$ cat config.mk
export PLATFORM = sky130hd
export DESIGN_NAME = pbcs_dev_flat
export DESIGN_NICKNAME = d
export VERILOG_FILES = /design/src/pbcs_pkg.sv /design/src/pbcs_if.sv /design/src/pbcs_dev.sv /design/src/flat_wrapper.sv
export SDC_FILE = /design/constraint.sdc
export NUM_CORES = 1
export LEC_CHECK = 0
export ABC_AREA = 1
export BUFFER_PORTS_ARGS = -buffer_cell sky130_fd_sc_hd__buf_2
export CORE_MARGIN = 10
export CORE_UTILIZATION = 58
export DETAILED_ROUTE_END_ITERATION = 8
export PLACE_DENSITY = 0.88
export SYNTH_ARGS = -nofsm -noshare
export SYNTH_HDL_FRONTEND = slang
export SYNTH_SLANG_ARGS = --single-unit
$ cat constraint.sdc
create_clock -name sys_clk -period 2.8 [get_ports sys_clk]
set_clock_uncertainty 0.2 [all_clocks]
set_input_delay 0.56 -clock sys_clk [delete_from_list [all_inputs] [get_ports sys_clk]]
set_output_delay 0.56 -clock sys_clk [all_outputs]
set_load 0.05 [all_outputs]
$ cat src/pbcs_pkg.sv
// Shared constants of the base clock selector and its system-side partner
package pbcs_pkg;

  // Data and address widths
  localparam int unsigned DATA_W     = 8;
  localparam int unsigned DEV_ADDR_W = 1;
  localparam int unsigned SW_ADDR_W  = 3;

  // Device register indices
  localparam logic [DEV_ADDR_W-1:0] DEV_CTRL_ADDR = 1'h0;
  localparam logic [DEV_ADDR_W-1:0] DEV_PROG_ADDR = 1'h1;

  // Control register field positions
  localparam int unsigned CTRL_IE_BIT  = 7;
  localparam int unsigned CTRL_FLG_BIT = 6;
  localparam int unsigned CTRL_ON_BIT  = 5;
  localparam int unsigned CTRL_BCS_BIT = 4;
  localparam logic [3:0]  CTRL_UNUSED_RD = 4'hF;

  // Programming register fields and reset value
  localparam int unsigned PROG_MUL_HI = 7;
  localparam int unsigned PROG_MUL_LO = 4;
  localparam int unsigned PROG_RNG_HI = 3;
  localparam int unsigned PROG_RNG_LO = 0;
  localparam logic [DATA_W-1:0] PROG_RESET = 8'h66;
  localparam logic [3:0] MUL_ZERO = 4'h0;
  localparam logic [3:0] MUL_ONE  = 4'h1;
  localparam logic [3:0] RNG_ZERO = 4'h0;

  // Control reset values
  localparam logic RST_PLL_ON = 1'b1;
  localparam logic RST_BCS    = 1'b0;
  localparam logic RST_IE     = 1'b0;

  // Source edges to wait for on a switch-over, per source
  localparam int unsigned SWITCH_EDGES = 3;
  localparam int unsigned SWITCH_CNT_W = 2;

  // Synchroniser lanes
  localparam int unsigned SYNC_LANES = 3;
  localparam int unsigned LANE_XTAL  = 0;
  localparam int unsigned LANE_VCO   = 1;
  localparam int unsigned LANE_LOCK  = 2;

  // Host register map
  localparam logic [SW_ADDR_W-1:0] SW_DEV_CTRL = 3'h0;
  localparam logic [SW_ADDR_W-1:0] SW_DEV_PROG = 3'h1;
  localparam logic [SW_ADDR_W-1:0] SW_HCTRL    = 3'h2;
  localparam logic [SW_ADDR_W-1:0] SW_IRQ_STAT = 3'h3;
  localparam logic [SW_ADDR_W-1:0] SW_IRQ_MASK = 3'h4;
  localparam logic [SW_ADDR_W-1:0] SW_HSTAT    = 3'h5;

  // Host register fields
  localparam int unsigned HCTRL_OSC_BIT = 0;
  localparam int unsigned IRQ_LOCK_BIT  = 0;
  localparam int unsigned IRQ_W         = 1;
  localparam int unsigned HSTAT_IRQ_BIT = 0;
  localparam int unsigned HSTAT_BUS_BIT = 1;
  localparam int unsigned HSTAT_BASE_BIT = 2;
  localparam logic RST_OSC_EN = 1'b1;

  // Transition control states
  typedef enum logic [0:0] {ST_RUN, ST_WAIT} pbcs_state_e;

endpackage

$ cat src/pbcs_if.sv
// Interface joining the clock selector device and its system-side partner
`timescale 1ns/1ps
`default_nettype none
interface pbcs_if;
  import pbcs_pkg::*;

  // Register access from the system side
  logic [DEV_ADDR_W-1:0] reg_addr;
  logic [DATA_W-1:0]     reg_wdata;
  logic                  reg_wr;
  logic                  reg_rd;
  logic [DATA_W-1:0]     reg_rdata;
  // System control and device results
  logic                  osc_enable_in;
  logic                  pll_interrupt;
  logic                  base_clock_out;
  logic                  bus_clock_out;

  modport dev (
    input  reg_addr, reg_wdata, reg_wr, reg_rd, osc_enable_in,
    output reg_rdata, pll_interrupt, base_clock_out, bus_clock_out
  );

  modport host (
    output reg_addr, reg_wdata, reg_wr, reg_rd, osc_enable_in,
    input  reg_rdata, pll_interrupt, base_clock_out, bus_clock_out
  );
endinterface
`default_nettype wire

$ cat src/pbcs_dev.sv
// Base clock selector device: control registers, interlocks and glitch-free switch-over
// Function
// - Zero multiplier behaves as multiplier one
// - Zero range disables PLL, forces crystal
// - Switch waits three edges each, output frozen; the VCO wait is skipped while the PLL is off
// - Selected source divided by two, even duty
// - Bus clock is half the base clock
// - Select bit chooses crystal or VCO source
// - VCO selection refused while PLL off
// - PLL stays on while VCO selected
// - One write cannot change enable and select
// - Software writes multiplier to upper nibble
// - Software writes range to lower nibble
// - Oscillator enable gates crystal and PLL
// - Interrupt output comes from lock detector
// - Software computes multiplier from target frequency
// - Software computes range from nominal center
// - PLL enable runs the loop, set at reset
//
// Decided for this implementation: the address-and-strobe port and the register offsets.
`timescale 1ns/1ps
`default_nettype none
module pbcs_dev (
  // Clock and reset
  input  wire logic        sys_clk,
  input  wire logic        resetn,
  // System link
  pbcs_if.dev              link,
  // Analog side: source clocks and lock detector
  input  wire logic        crystal_clock,
  input  wire logic        vco_clock,
  input  wire logic        pll_lock_in,
  // Analog side: enables and decoded settings
  output logic             pll_enable_out,
  output logic             xosc_enable_out,
  output logic [3:0]       mult_n_out,
  output logic [3:0]       range_l_out
);
  import pbcs_pkg::*;

  // Zero in the multiplier field programs the divider like one
  function automatic logic [3:0] decode_mult(input logic [3:0] field);
    decode_mult = (field == MUL_ZERO) ? MUL_ONE : field;
  endfunction

  logic [SYNC_LANES-1:0]   s1_q;
  logic [SYNC_LANES-1:0]   s2_q;
  logic [SYNC_LANES-1:0]   s3_q;
  logic [SYNC_LANES-1:0]   flt_q;
  logic [SYNC_LANES-1:0]   agree;
  logic [SYNC_LANES-1:0]   rise;
  logic                    lock_toggle;

  logic                    pll_on_q;
  logic                    bcs_q;
  logic                    ie_q;
  logic                    flg_q;
  logic [DATA_W-1:0]       prog_q;
  logic [DATA_W-1:0]       rdata_q;

  logic                    wr_ctrl;
  logic                    wr_prog;
  logic                    rd_ctrl;
  logic                    range_ok;
  logic                    osc_en;
  logic                    bcs_allowed;

  pbcs_state_e             state_q;
  logic                    src_vco_q;
  logic [SWITCH_CNT_W-1:0] xcnt_q;
  logic [SWITCH_CNT_W-1:0] vcnt_q;
  logic                    x_done;
  logic                    v_done;
  logic                    src_rise;
  logic                    base_q;
  logic                    bus_q;

  // Source clocks and lock level come from other domains: three flops each
  always_ff @(posedge sys_clk or negedge resetn)
  begin
    if (!resetn)
    begin
      s1_q <= '0;
      s2_q <= '0;
      s3_q <= '0;
    end
    else
    begin
      s1_q <= {pll_lock_in, vco_clock, crystal_clock};
      s2_q <= s1_q;
      s3_q <= s2_q;
    end
  end

  // A level counts only once the second and third flops agree
  assign agree = ~(s2_q ^ s3_q);
  always_ff @(posedge sys_clk or negedge resetn)
  begin
    if (!resetn)
      flt_q <= '0;
    else
      flt_q <= (agree & s3_q) | (~agree & flt_q);
  end

  assign rise        = agree & s3_q & ~flt_q;
  assign lock_toggle = agree[LANE_LOCK] & (s3_q[LANE_LOCK] != flt_q[LANE_LOCK]);

  // Access decode
  assign wr_ctrl  = link.reg_wr & (link.reg_addr == DEV_CTRL_ADDR);
  assign wr_prog  = link.reg_wr & (link.reg_addr == DEV_PROG_ADDR);
  assign rd_ctrl  = link.reg_rd & (link.reg_addr == DEV_CTRL_ADDR);
  assign osc_en   = link.osc_enable_in;
  assign range_ok = prog_q[PROG_RNG_HI:PROG_RNG_LO] != RNG_ZERO;

  // VCO may be chosen only if the PLL is on now and stays on in this write
  assign bcs_allowed = pll_on_q & link.reg_wdata[CTRL_ON_BIT] & range_ok & osc_en;

  // PLL enable: set at reset, cannot drop while the VCO is selected
  always_ff @(posedge sys_clk or negedge resetn)
  begin
    if (!resetn)
      pll_on_q <= RST_PLL_ON;
    else if (wr_ctrl)
      pll_on_q <= link.reg_wdata[CTRL_ON_BIT] | bcs_q;
  end

  // Source select bit; zero range or a stopped oscillator forces the crystal.
  // A select bit already set is kept by writing one again, so a refused turn-off leaves the VCO driving
  always_ff @(posedge sys_clk or negedge resetn)
  begin
    if (!resetn)
      bcs_q <= RST_BCS;
    else if (!range_ok || !osc_en)
      bcs_q <= 1'b0;
    else if (wr_ctrl)
      bcs_q <= link.reg_wdata[CTRL_BCS_BIT] & (bcs_q | bcs_allowed);
  end

  // Interrupt enable
  always_ff @(posedge sys_clk or negedge resetn)
  begin
    if (!resetn)
      ie_q <= RST_IE;
    else if (wr_ctrl)
      ie_q <= link.reg_wdata[CTRL_IE_BIT];
  end

  // Lock-change flag: cleared by reading control, but a toggle in that cycle wins
  always_ff @(posedge sys_clk or negedge resetn)
  begin
    if (!resetn)
      flg_q <= 1'b0;
    else if (lock_toggle && pll_enable_out)
      flg_q <= 1'b1;
    else if (rd_ctrl)
      flg_q <= 1'b0;
  end

  assign link.pll_interrupt = flg_q & ie_q;

  // Programming register: frozen while the PLL is on, so the loop is never retuned live
  always_ff @(posedge sys_clk or negedge resetn)
  begin
    if (!resetn)
      prog_q <= PROG_RESET;
    else if (wr_prog && !pll_on_q)
      prog_q <= link.reg_wdata;
  end

  // Read data one cycle after the strobe; unmapped reads give zero
  always_ff @(posedge sys_clk or negedge resetn)
  begin
    if (!resetn)
      rdata_q <= '0;
    else if (link.reg_rd)
    begin
      if (link.reg_addr == DEV_CTRL_ADDR)
        rdata_q <= {ie_q, flg_q, pll_on_q, bcs_q, CTRL_UNUSED_RD};
      else if (link.reg_addr == DEV_PROG_ADDR)
        rdata_q <= prog_q;
      else
        rdata_q <= '0;
    end
  end
  assign link.reg_rdata = rdata_q;

  // Analog controls, registered
  always_ff @(posedge sys_clk or negedge resetn)
  begin
    if (!resetn)
    begin
      pll_enable_out  <= 1'b0;
      xosc_enable_out <= 1'b0;
      mult_n_out      <= MUL_ONE;
      range_l_out     <= RNG_ZERO;
    end
    else
    begin
      pll_enable_out  <= pll_on_q & range_ok & osc_en;
      xosc_enable_out <= osc_en;
      mult_n_out      <= decode_mult(prog_q[PROG_MUL_HI:PROG_MUL_LO]);
      range_l_out     <= prog_q[PROG_RNG_HI:PROG_RNG_LO];
    end
  end

  // A stopped VCO never delivers edges, so its wait is skipped when the PLL is off
  assign x_done = xcnt_q == SWITCH_CNT_W'(SWITCH_EDGES);
  assign v_done = (vcnt_q == SWITCH_CNT_W'(SWITCH_EDGES)) || !pll_enable_out;

  // Transition control: freeze, count three edges of each source (the VCO only while the PLL is on), then hand over
  always_ff @(posedge sys_clk or negedge resetn)
  begin
    if (!resetn)
    begin
      state_q   <= ST_RUN;
      src_vco_q <= 1'b0;
      xcnt_q    <= '0;
      vcnt_q    <= '0;
    end
    else
    begin
      case (state_q)
        ST_RUN:
        begin
          xcnt_q <= '0;
          vcnt_q <= '0;
          if (bcs_q != src_vco_q)
            state_q <= ST_WAIT;
        end
        ST_WAIT:
        begin
          if (rise[LANE_XTAL] && !x_done)
            xcnt_q <= xcnt_q + 1'b1;
          if (rise[LANE_VCO] && !v_done)
            vcnt_q <= vcnt_q + 1'b1;
          if (x_done && v_done)
          begin
            src_vco_q <= bcs_q;
            state_q   <= ST_RUN;
          end
        end
        default:
          state_q <= ST_RUN;
      endcase
    end
  end

  // Only whole source edges advance the divider, so no phase is ever cut short
  assign src_rise = (state_q == ST_RUN) && (bcs_q == src_vco_q) &&
                    (src_vco_q ? rise[LANE_VCO] : rise[LANE_XTAL]);

  // Base clock toggles per source rising edge; bus clock toggles per base rising edge
  always_ff @(posedge sys_clk or negedge resetn)
  begin
    if (!resetn)
    begin
      base_q <= 1'b0;
      bus_q  <= 1'b0;
    end
    else if (src_rise)
    begin
      base_q <= ~base_q;
      if (!base_q)
        bus_q <= ~bus_q;
    end
  end

  assign link.base_clock_out = base_q;
  assign link.bus_clock_out  = bus_q;

endmodule
`default_nettype wire

$ cat src/flat_wrapper.sv
// flat-port wrapper written by rule: the top's interface ports become plain ports
module pbcs_dev_flat import pbcs_pkg::*;
  (sys_clk, resetn, crystal_clock, vco_clock, pll_lock_in, pll_enable_out, xosc_enable_out, mult_n_out, range_l_out, link_reg_addr, link_reg_wdata, link_reg_wr, link_reg_rd, link_osc_enable_in, link_reg_rdata, link_pll_interrupt, link_base_clock_out, link_bus_clock_out);
  pbcs_if link_i ();
  input  wire logic sys_clk;
  input  wire logic resetn;
  input  wire logic crystal_clock;
  input  wire logic vco_clock;
  input  wire logic pll_lock_in;
  output logic pll_enable_out;
  output logic xosc_enable_out;
  output logic [3:0] mult_n_out;
  output logic [3:0] range_l_out;
  input wire logic [$bits(link_i.reg_addr)-1:0] link_reg_addr;
  input wire logic [$bits(link_i.reg_wdata)-1:0] link_reg_wdata;
  input wire logic [$bits(link_i.reg_wr)-1:0] link_reg_wr;
  input wire logic [$bits(link_i.reg_rd)-1:0] link_reg_rd;
  input wire logic [$bits(link_i.osc_enable_in)-1:0] link_osc_enable_in;
  output wire logic [$bits(link_i.reg_rdata)-1:0] link_reg_rdata;
  output wire logic [$bits(link_i.pll_interrupt)-1:0] link_pll_interrupt;
  output wire logic [$bits(link_i.base_clock_out)-1:0] link_base_clock_out;
  output wire logic [$bits(link_i.bus_clock_out)-1:0] link_bus_clock_out;
  assign link_i.reg_addr = link_reg_addr;
  assign link_i.reg_wdata = link_reg_wdata;
  assign link_i.reg_wr = link_reg_wr;
  assign link_i.reg_rd = link_reg_rd;
  assign link_i.osc_enable_in = link_osc_enable_in;
  assign link_reg_rdata = link_i.reg_rdata;
  assign link_pll_interrupt = link_i.pll_interrupt;
  assign link_base_clock_out = link_i.base_clock_out;
  assign link_bus_clock_out = link_i.bus_clock_out;
  pbcs_dev u_core (.sys_clk(sys_clk), .resetn(resetn), .link(link_i), .crystal_clock(crystal_clock), .vco_clock(vco_clock), .pll_lock_in(pll_lock_in), .pll_enable_out(pll_enable_out), .xosc_enable_out(xosc_enable_out), .mult_n_out(mult_n_out), .range_l_out(range_l_out));
endmodule
==> results.ini, run 1 <==
[outcome]
run_status = finished clean

[setup_path]
endpoint = mult_n_out[0]
worstPathArrival_ns = 1.14
start_kind = flip-flop
cp.depth = 1
cp-startpoint = u_core.mult_n_out[0]$_DFF_PN1_
r2r-start = u_core.vcnt_q[0]$_DFFE_PN0P_
critical_path_required_ns = 2.04
r2r_end = u_core.vcnt_q[0]$_DFFE_PN0P_
worstSetupPathType = flip-flop to output port
reg2reg_depth = 5
worst-r2r-setup-slack_ns = 1.42
cp_max_fo = 1
max_stage_delay_ns = 0.53
path_cells = buf_2
cp-end-kind = output port
crit_family = flip-flops
slowest_stage = dfstp_2
path_buf_inv = 1

[finish]
instances_no_fill = 281
n_antenna_cell = 0
nets = 255
syn_to_final_growth_pct = 16.0
drive_above_1_share = 0.281

[timing]
fin_crit_sh = 0.680
setup_tns_ns = 0
hold_viol = 0
slew_viol_final = 0
rsz0062_at_grt = false
max_freq_mhz = 525
period_needed_ns = 1.90
finalSetupViolCount = 0
worstMarginPinSlew_ns = 0.419
slew_headroom = 0.721

[synth]
synth_area_sq_um = 1960
synth-simple-area-share = 0.158
synth_most_common_cell = dfrtp_1
async_flop_share = 1.00
ys_seq_area_frac = 0.643
synth_seq_cells = 50
ys_warn_count = 0
synth_compound_area_frac = 0.104
yosys.area.top_type_share = 0.562
synthCells = 193
synth-edff-count = 0
synth_nets = 214
syn_area_per_cell_sq_um = 10.1
synth-xor-area-share = 0
synthMuxAreaShare = 0
synth_top_cell_by_area = dfrtp_1
synth-adder-area-share = 0.0307
synth_area_leaders = dfrtp_1 56%, dfstp_2 8.1%, nand2_1 7.5%
ys_types = 23
netlist_top_cells_count = 44 x dfrtp_1, 39 x nand2_1, 25 x inv_1
synth_top_family_by_area = simple AND/OR/NAND/NOR gates
ys.flop_type = dfrtp_1

[floorplanning]
die_x_um = 78.1
core-area_sq_um = 3310
die-area_sq_um = 6100
row_count = 21
top_level_ports = 38
initial_utilization = 0.591
dieHeight_um = 78.1

[detailed_routing]
ant_nets = 0
via_per_inst = 4.86
drc = 0
via_count = 1367
drt_iter0_markers = 93
wl_per_cell_um = 12.6
drtPass1Iterations = 4
wl_um = 3550

[clocking]
clock_latency_ns = 0.36
htree_levels = 2
root_buffer = clkbuf_4
cts_tree = yes
clock_sinks = 50
cts_buffers = 5
clk_pin_slew_ns = 0.14
cts_buffer_depth = 2
cts_setup_buffers = 0

[place]
placedCellCount = 272
portBuffers = 37
hpwl_um = 2760
gp_congestion = 0.783

[hold_path]
hold_class = input pin to flip-flop
hp-start = pll_lock_in

[global_route]
grt_overflow_total = 0
grt_pass1_wl_um = 6120
grt_max_degree = 32
antenna_found_initial = 0
first_global_vias = 1326
grtUsageTotal = 0.125

[power]
leakage_nw = 1.18
power.switching_w = 0.000680
power_frac_seq = 0.506
ir_drop_uv = 406
p_int_w = 0.00117
p_total_w = 0.00185
clkPwrFrac = 0.220
power_density_nw_per_um2 = 816
comb_power_share = 0.274
switching_share = 0.367

[job]
maxCapViolations = 0

## what timing repair did
item	4_1_cts	5_1_grt
resized for setup	0	0
endpoints found under the hold margin	19	0
hold buffers	1	0
## kinds of logic after synthesis
kind of cell	after synthesis
and+or+nand+nor	73
DFF	50
AOI/OAI and AO/OA	34
buffers and inverters	31
adders and majority gates	5
## placed cells by master, fill, tap and decap left out
cell           synthesis  routed
nand2_2                2       2
buf_2                  1      37
o21ai_0               17      17
nand3_1                7       7
buf_4                  0       1
nor2_2                 1       1
nand4_1                1       1
nor2_1                20      20
inv_1                 25      25
or2_2                  1       1
dfstp_2                6       6
inv_6                  0       1
o211ai_1               1       1
inv_2                  1       1
maj3_1                 1       1
bufinv_16              0       1
clkbuf_4               0       5
nand2_1               39      39
nor3_1                 1       1
dlygate4sd3_1          0       1
clkinv_2               0       1
a31oi_1                1       1
ha_1                   4       4
dfrtp_1               44      44
o21ai_2                8       8
a21oi_1                7       7
nand3_4                1       1
## state kept, by name, summed over array words and instances, names as in the netlist, 2 cells and up, named ones only
register / count
u_core.link.reg_rdata: 8
u_core.prog_q: 8
u_core.mult_n_out: 4
u_core.range_l_out: 4
u_core.s1_q: 3
u_core.s2_q: 3
u_core.s3_q: 3
u_core.vcnt_q: 2
u_core.xcnt_q: 2
## power groups by stage
stage | logic, W | clock network, W | registers (W)
global route | 0.000558 | 0.000446 | 0.000959
detailed placement | 0.000515 | 0 | 0.000952
floorplan | 0.000177 | 0 | 0.00115
global placement | 0.000503 | 0 | 0.000947
CTS | 0.000517 | 0.000422 | 0.000939
finish | 0.000508 | 0.000407 | 0.000938
## metal layers
layer | global-route usage | vias up | share of wire
li1 | - | 687 | -
met1 | 0.157 | 630 | 0.46
met2 | 0.189 | 43 | 0.46
met3 | 0.0410 | 7 | 0.055
met4 | 0.0645 | 0 | 0.026
met5 | 0 | - | 0
## worst min path at each step
stage	to	cells after the start
2_1_floorplan	async pin	0
6_report	u_core.s1_q[2]$_DFF_PN0_	1
4_1_cts	u_core.s1_q[0]$_DFF_PN0_	1
3_5_place_dp	u_core.s2_q[0]$_DFF_PN0_	0
5_1_grt	u_core.s1_q[0]$_DFF_PN0_	1
3_3_place_gp	u_core.s2_q[2]$_DFF_PN0_	0
## stage by stage
stage	hold WS [ns]	utilization	worst slack (ns)	instance area [sq um]
CTS	0.0696	0.686	0.872	2270
global placement	0.133	0.659	1.30	2180
finish	0.0922	0.686	0.896	2270
floorplan	0.0644	-	1.35	1960
detailed placement	0.136	0.659	1.29	2180
global route	0.0674	0.686	0.842	2270
## area by class of cell
class | instances | area, sq um
Sequential cell | 50 | 1260
Fill cell | 272 | 1040
Multi-Input combinational cell | 112 | 574
Timing Repair Buffer | 39 | 203
Inverter | 26 | 97.6
Tap cell | 46 | 57.6
Clock inverter | 3 | 43.8
Clock buffer | 5 | 37.5
Power figures use the tool's default switching activity.
==> inputs of run 2 (changes only) <==
--- a/config.mk
+++ b/config.mk
@@ -8,9 +8,9 @@
 export ABC_AREA = 1
 export BUFFER_PORTS_ARGS = -buffer_cell sky130_fd_sc_hd__buf_2
 export CORE_MARGIN = 10
-export CORE_UTILIZATION = 58
+export CORE_UTILIZATION = 53
 export DETAILED_ROUTE_END_ITERATION = 8
-export PLACE_DENSITY = 0.88
+export PLACE_DENSITY = 0.82
 export SYNTH_ARGS = -nofsm -noshare
 export SYNTH_HDL_FRONTEND = slang
 export SYNTH_SLANG_ARGS = --single-unit
==> constraint.sdc (replaced) <==
create_clock -name sys_clk -period 1.85 [get_ports sys_clk]
set_clock_uncertainty 0.2 [all_clocks]
set_input_delay 0.37 -clock sys_clk [delete_from_list [all_inputs] [get_ports sys_clk]]
set_output_delay 0.37 -clock sys_clk [all_outputs]
set_load 0.05 [all_outputs]
==> run 2 against run 1 <==
- first-iteration DRC count grew 14%
- cell area increased by 3.2%
- global-route usage down 0.74 points
==> results.ini, run 2 (synthesis results as in run 1) <==
[finish]
n_antenna_cell = 0  ; unchanged
mostFrequentLayoutCell = dfrtp_1
fillers = 290  ; +6.6%
instances_no_fill = 286  ; +1.8%
mostFrequentLayoutCells = 44 x dfrtp_1, 39 x nand2_1, 37 x buf_2
nets = 258  ; +1.2%
syn_to_final_growth_pct = 19.8
drive_above_1_share = 0.277  ; -0.00354

[place]
hpwl_um = 2670  ; -3.3%
gp_congestion = 0.827  ; +5.5%
portBuffers = 37  ; unchanged
placedCellCount = 274  ; +0.74%

[detailed_routing]
wl_um = 3630  ; +2.4%
wl_per_cell_um = 12.7  ; +0.64%
via_per_inst = 4.79  ; -1.5%
drt_iter0_markers = 106  ; +14%
drtPass1Iterations = 5  ; +1
via_count = 1371  ; +0.29%
drc = 0  ; unchanged
ant_nets = 0  ; unchanged

[floorplanning]
core-area_sq_um = 3610  ; +8.9%
initial_utilization = 0.543  ; -0.0484
die-area_sq_um = 6530  ; +7.0%
dieHeight_um = 80.8  ; +3.4%
row_count = 22  ; +4.8%
die_x_um = 80.8  ; +3.4%
top_level_ports = 38  ; unchanged

[hold_path]
holdPathStages = 1  ; unchanged
min_to = u_core.xosc_enable_out$_DFF_PN0_
hp-start = link_osc_enable_in
hold_class = input pin to flip-flop

[global_route]
grt_overflow_total = 0  ; unchanged
grt_pass1_wl_um = 6040  ; -1.4%
antenna_found_initial = 0  ; unchanged
grt_max_degree = 51  ; +59%
grtUsageTotal = 0.118  ; -0.00739
first_global_vias = 1357  ; +2.3%

[power]
leakage_nw = 1.21  ; +2.5%
ir_drop_uv = 617  ; +52%
power_density_nw_per_um2 = 1240  ; +53%

[timing]
rsz0062_at_grt = false
slew_headroom = 0.810  ; +0.0890
setup_tns_ns = 0  ; unchanged
finalSetupViolCount = 0  ; unchanged
worstMarginPinSlew_ns = 0.284  ; -0.135 ns
period_needed_ns = 1.64
max_freq_mhz = 608
hold_viol = 0  ; unchanged
slew_viol_final = 0  ; unchanged
fin_crit_sh = 0.889

[setup_path]
r2r_end = u_core.vcnt_q[0]$_DFFE_PN0P_
cp-end-kind = output port
max_stage_delay_ns = 0.52  ; about the same
path_cells = buf_2
cp_max_fo = 1  ; unchanged
r2r-start = u_core.vcnt_q[0]$_DFFE_PN0P_
cp.depth = 1  ; unchanged
path_buf_inv = 1  ; unchanged
worstSetupPathType = flip-flop to output port
crit_family = flip-flops
start_kind = flip-flop
worst-r2r-setup-slack_ns = 0.48  ; -0.94 ns
reg2reg_depth = 5  ; unchanged
slowest_stage = dfstp_2
worstPathArrival_ns = 1.07  ; -0.07 ns
critical_path_required_ns = 1.28  ; -0.76 ns

[job]
maxCapViolations = 0  ; unchanged

[clocking]
root_buffer = clkbuf_8
cts_buffers = 5  ; unchanged
clk_pin_slew_ns = 0.08  ; -0.06 ns
clock_sinks = 50  ; unchanged
htree_levels = 2  ; unchanged
cts_resized = 0  ; unchanged
cts_tree = yes
cts_hold_buffers = 4  ; +3
cts_setup_buffers = 0  ; unchanged
clock_latency_ns = 0.30  ; -0.06 ns
cts_buffer_depth = 2  ; unchanged

[outcome]
run_status = finished clean

## run 2: cell types whose count changed in the layout (fill, tap and decap cells not counted), sizes merged
| cell | delta |
|---|---|
| clkbuf | +3 |
| dlygate4sd3 | +3 |
| bufinv | -1 |
| clkinv | -1 |
| inv | -1 |
## run 2: cell type report
type                       count  area [sq um]  share of cell area
timing repair buffer          42           245               0.105
clock buffer                   8           110              0.0469
sequential                    50          1260               0.537
multi-input combinational    112           574               0.245
inverter                      26          97.6              0.0416
tap                           48          60.1              0.0256
## run 2: worst max-delay path by stage
stage | startpoint | end
4_1_cts | u_core.mult_n_out[0]$_DFF_PN1_ | mult_n_out[0]
5_1_grt | u_core.ie_q$_DFFE_PN0P_ | link_pll_interrupt
3_5_place_dp | u_core.vcnt_q[0]$_DFFE_PN0P_ | u_core.vcnt_q[0]$_DFFE_PN0P_
6_report | u_core.mult_n_out[0]$_DFF_PN1_ | mult_n_out[0]
3_3_place_gp | u_core.mult_n_out[0]$_DFF_PN1_ | mult_n_out[0]
2_1_floorplan | u_core.pll_enable_out$_DFF_PN0_ | u_core.vcnt_q[0]$_DFFE_PN0P_
## run 2: power by group
part	total, W	internal (W)	switching [W]	leakage, nW
clock network	0.000721	0.000377	0.000343	0.0575
logic	0.000779	0.000203	0.000576	0.552
registers	0.00142	0.00129	0.000126	0.602
total	0.00292	0.00187	0.00105	1.21
## run 2: routing by layer
metal  share of wire  up-vias  wire length [um]  GRT usage
met4           0.017        0                63     0.0623
met5               0        -                 0          0
met1            0.45      639              1640      0.141
met2            0.46       29              1670      0.185
met3           0.070        5               255     0.0397
li1                -      698                 -          -
## run 2: through the flow
step	instance area, sq um	util	hold WS (ns)	total power (W)	setup WS (ns)
after floorplan	1960	-	-0.126	0.00201	0.418
after global placement	2200	0.609	0.133	0.00220	0.539
after detailed placement	2200	0.609	0.135	0.00222	0.509
after CTS	2350	0.651	0.0182	0.00294	0.202
after global routing	2350	0.651	0.0187	0.00306	0.160
final	2350	0.651	0.0177	0.00292	0.205
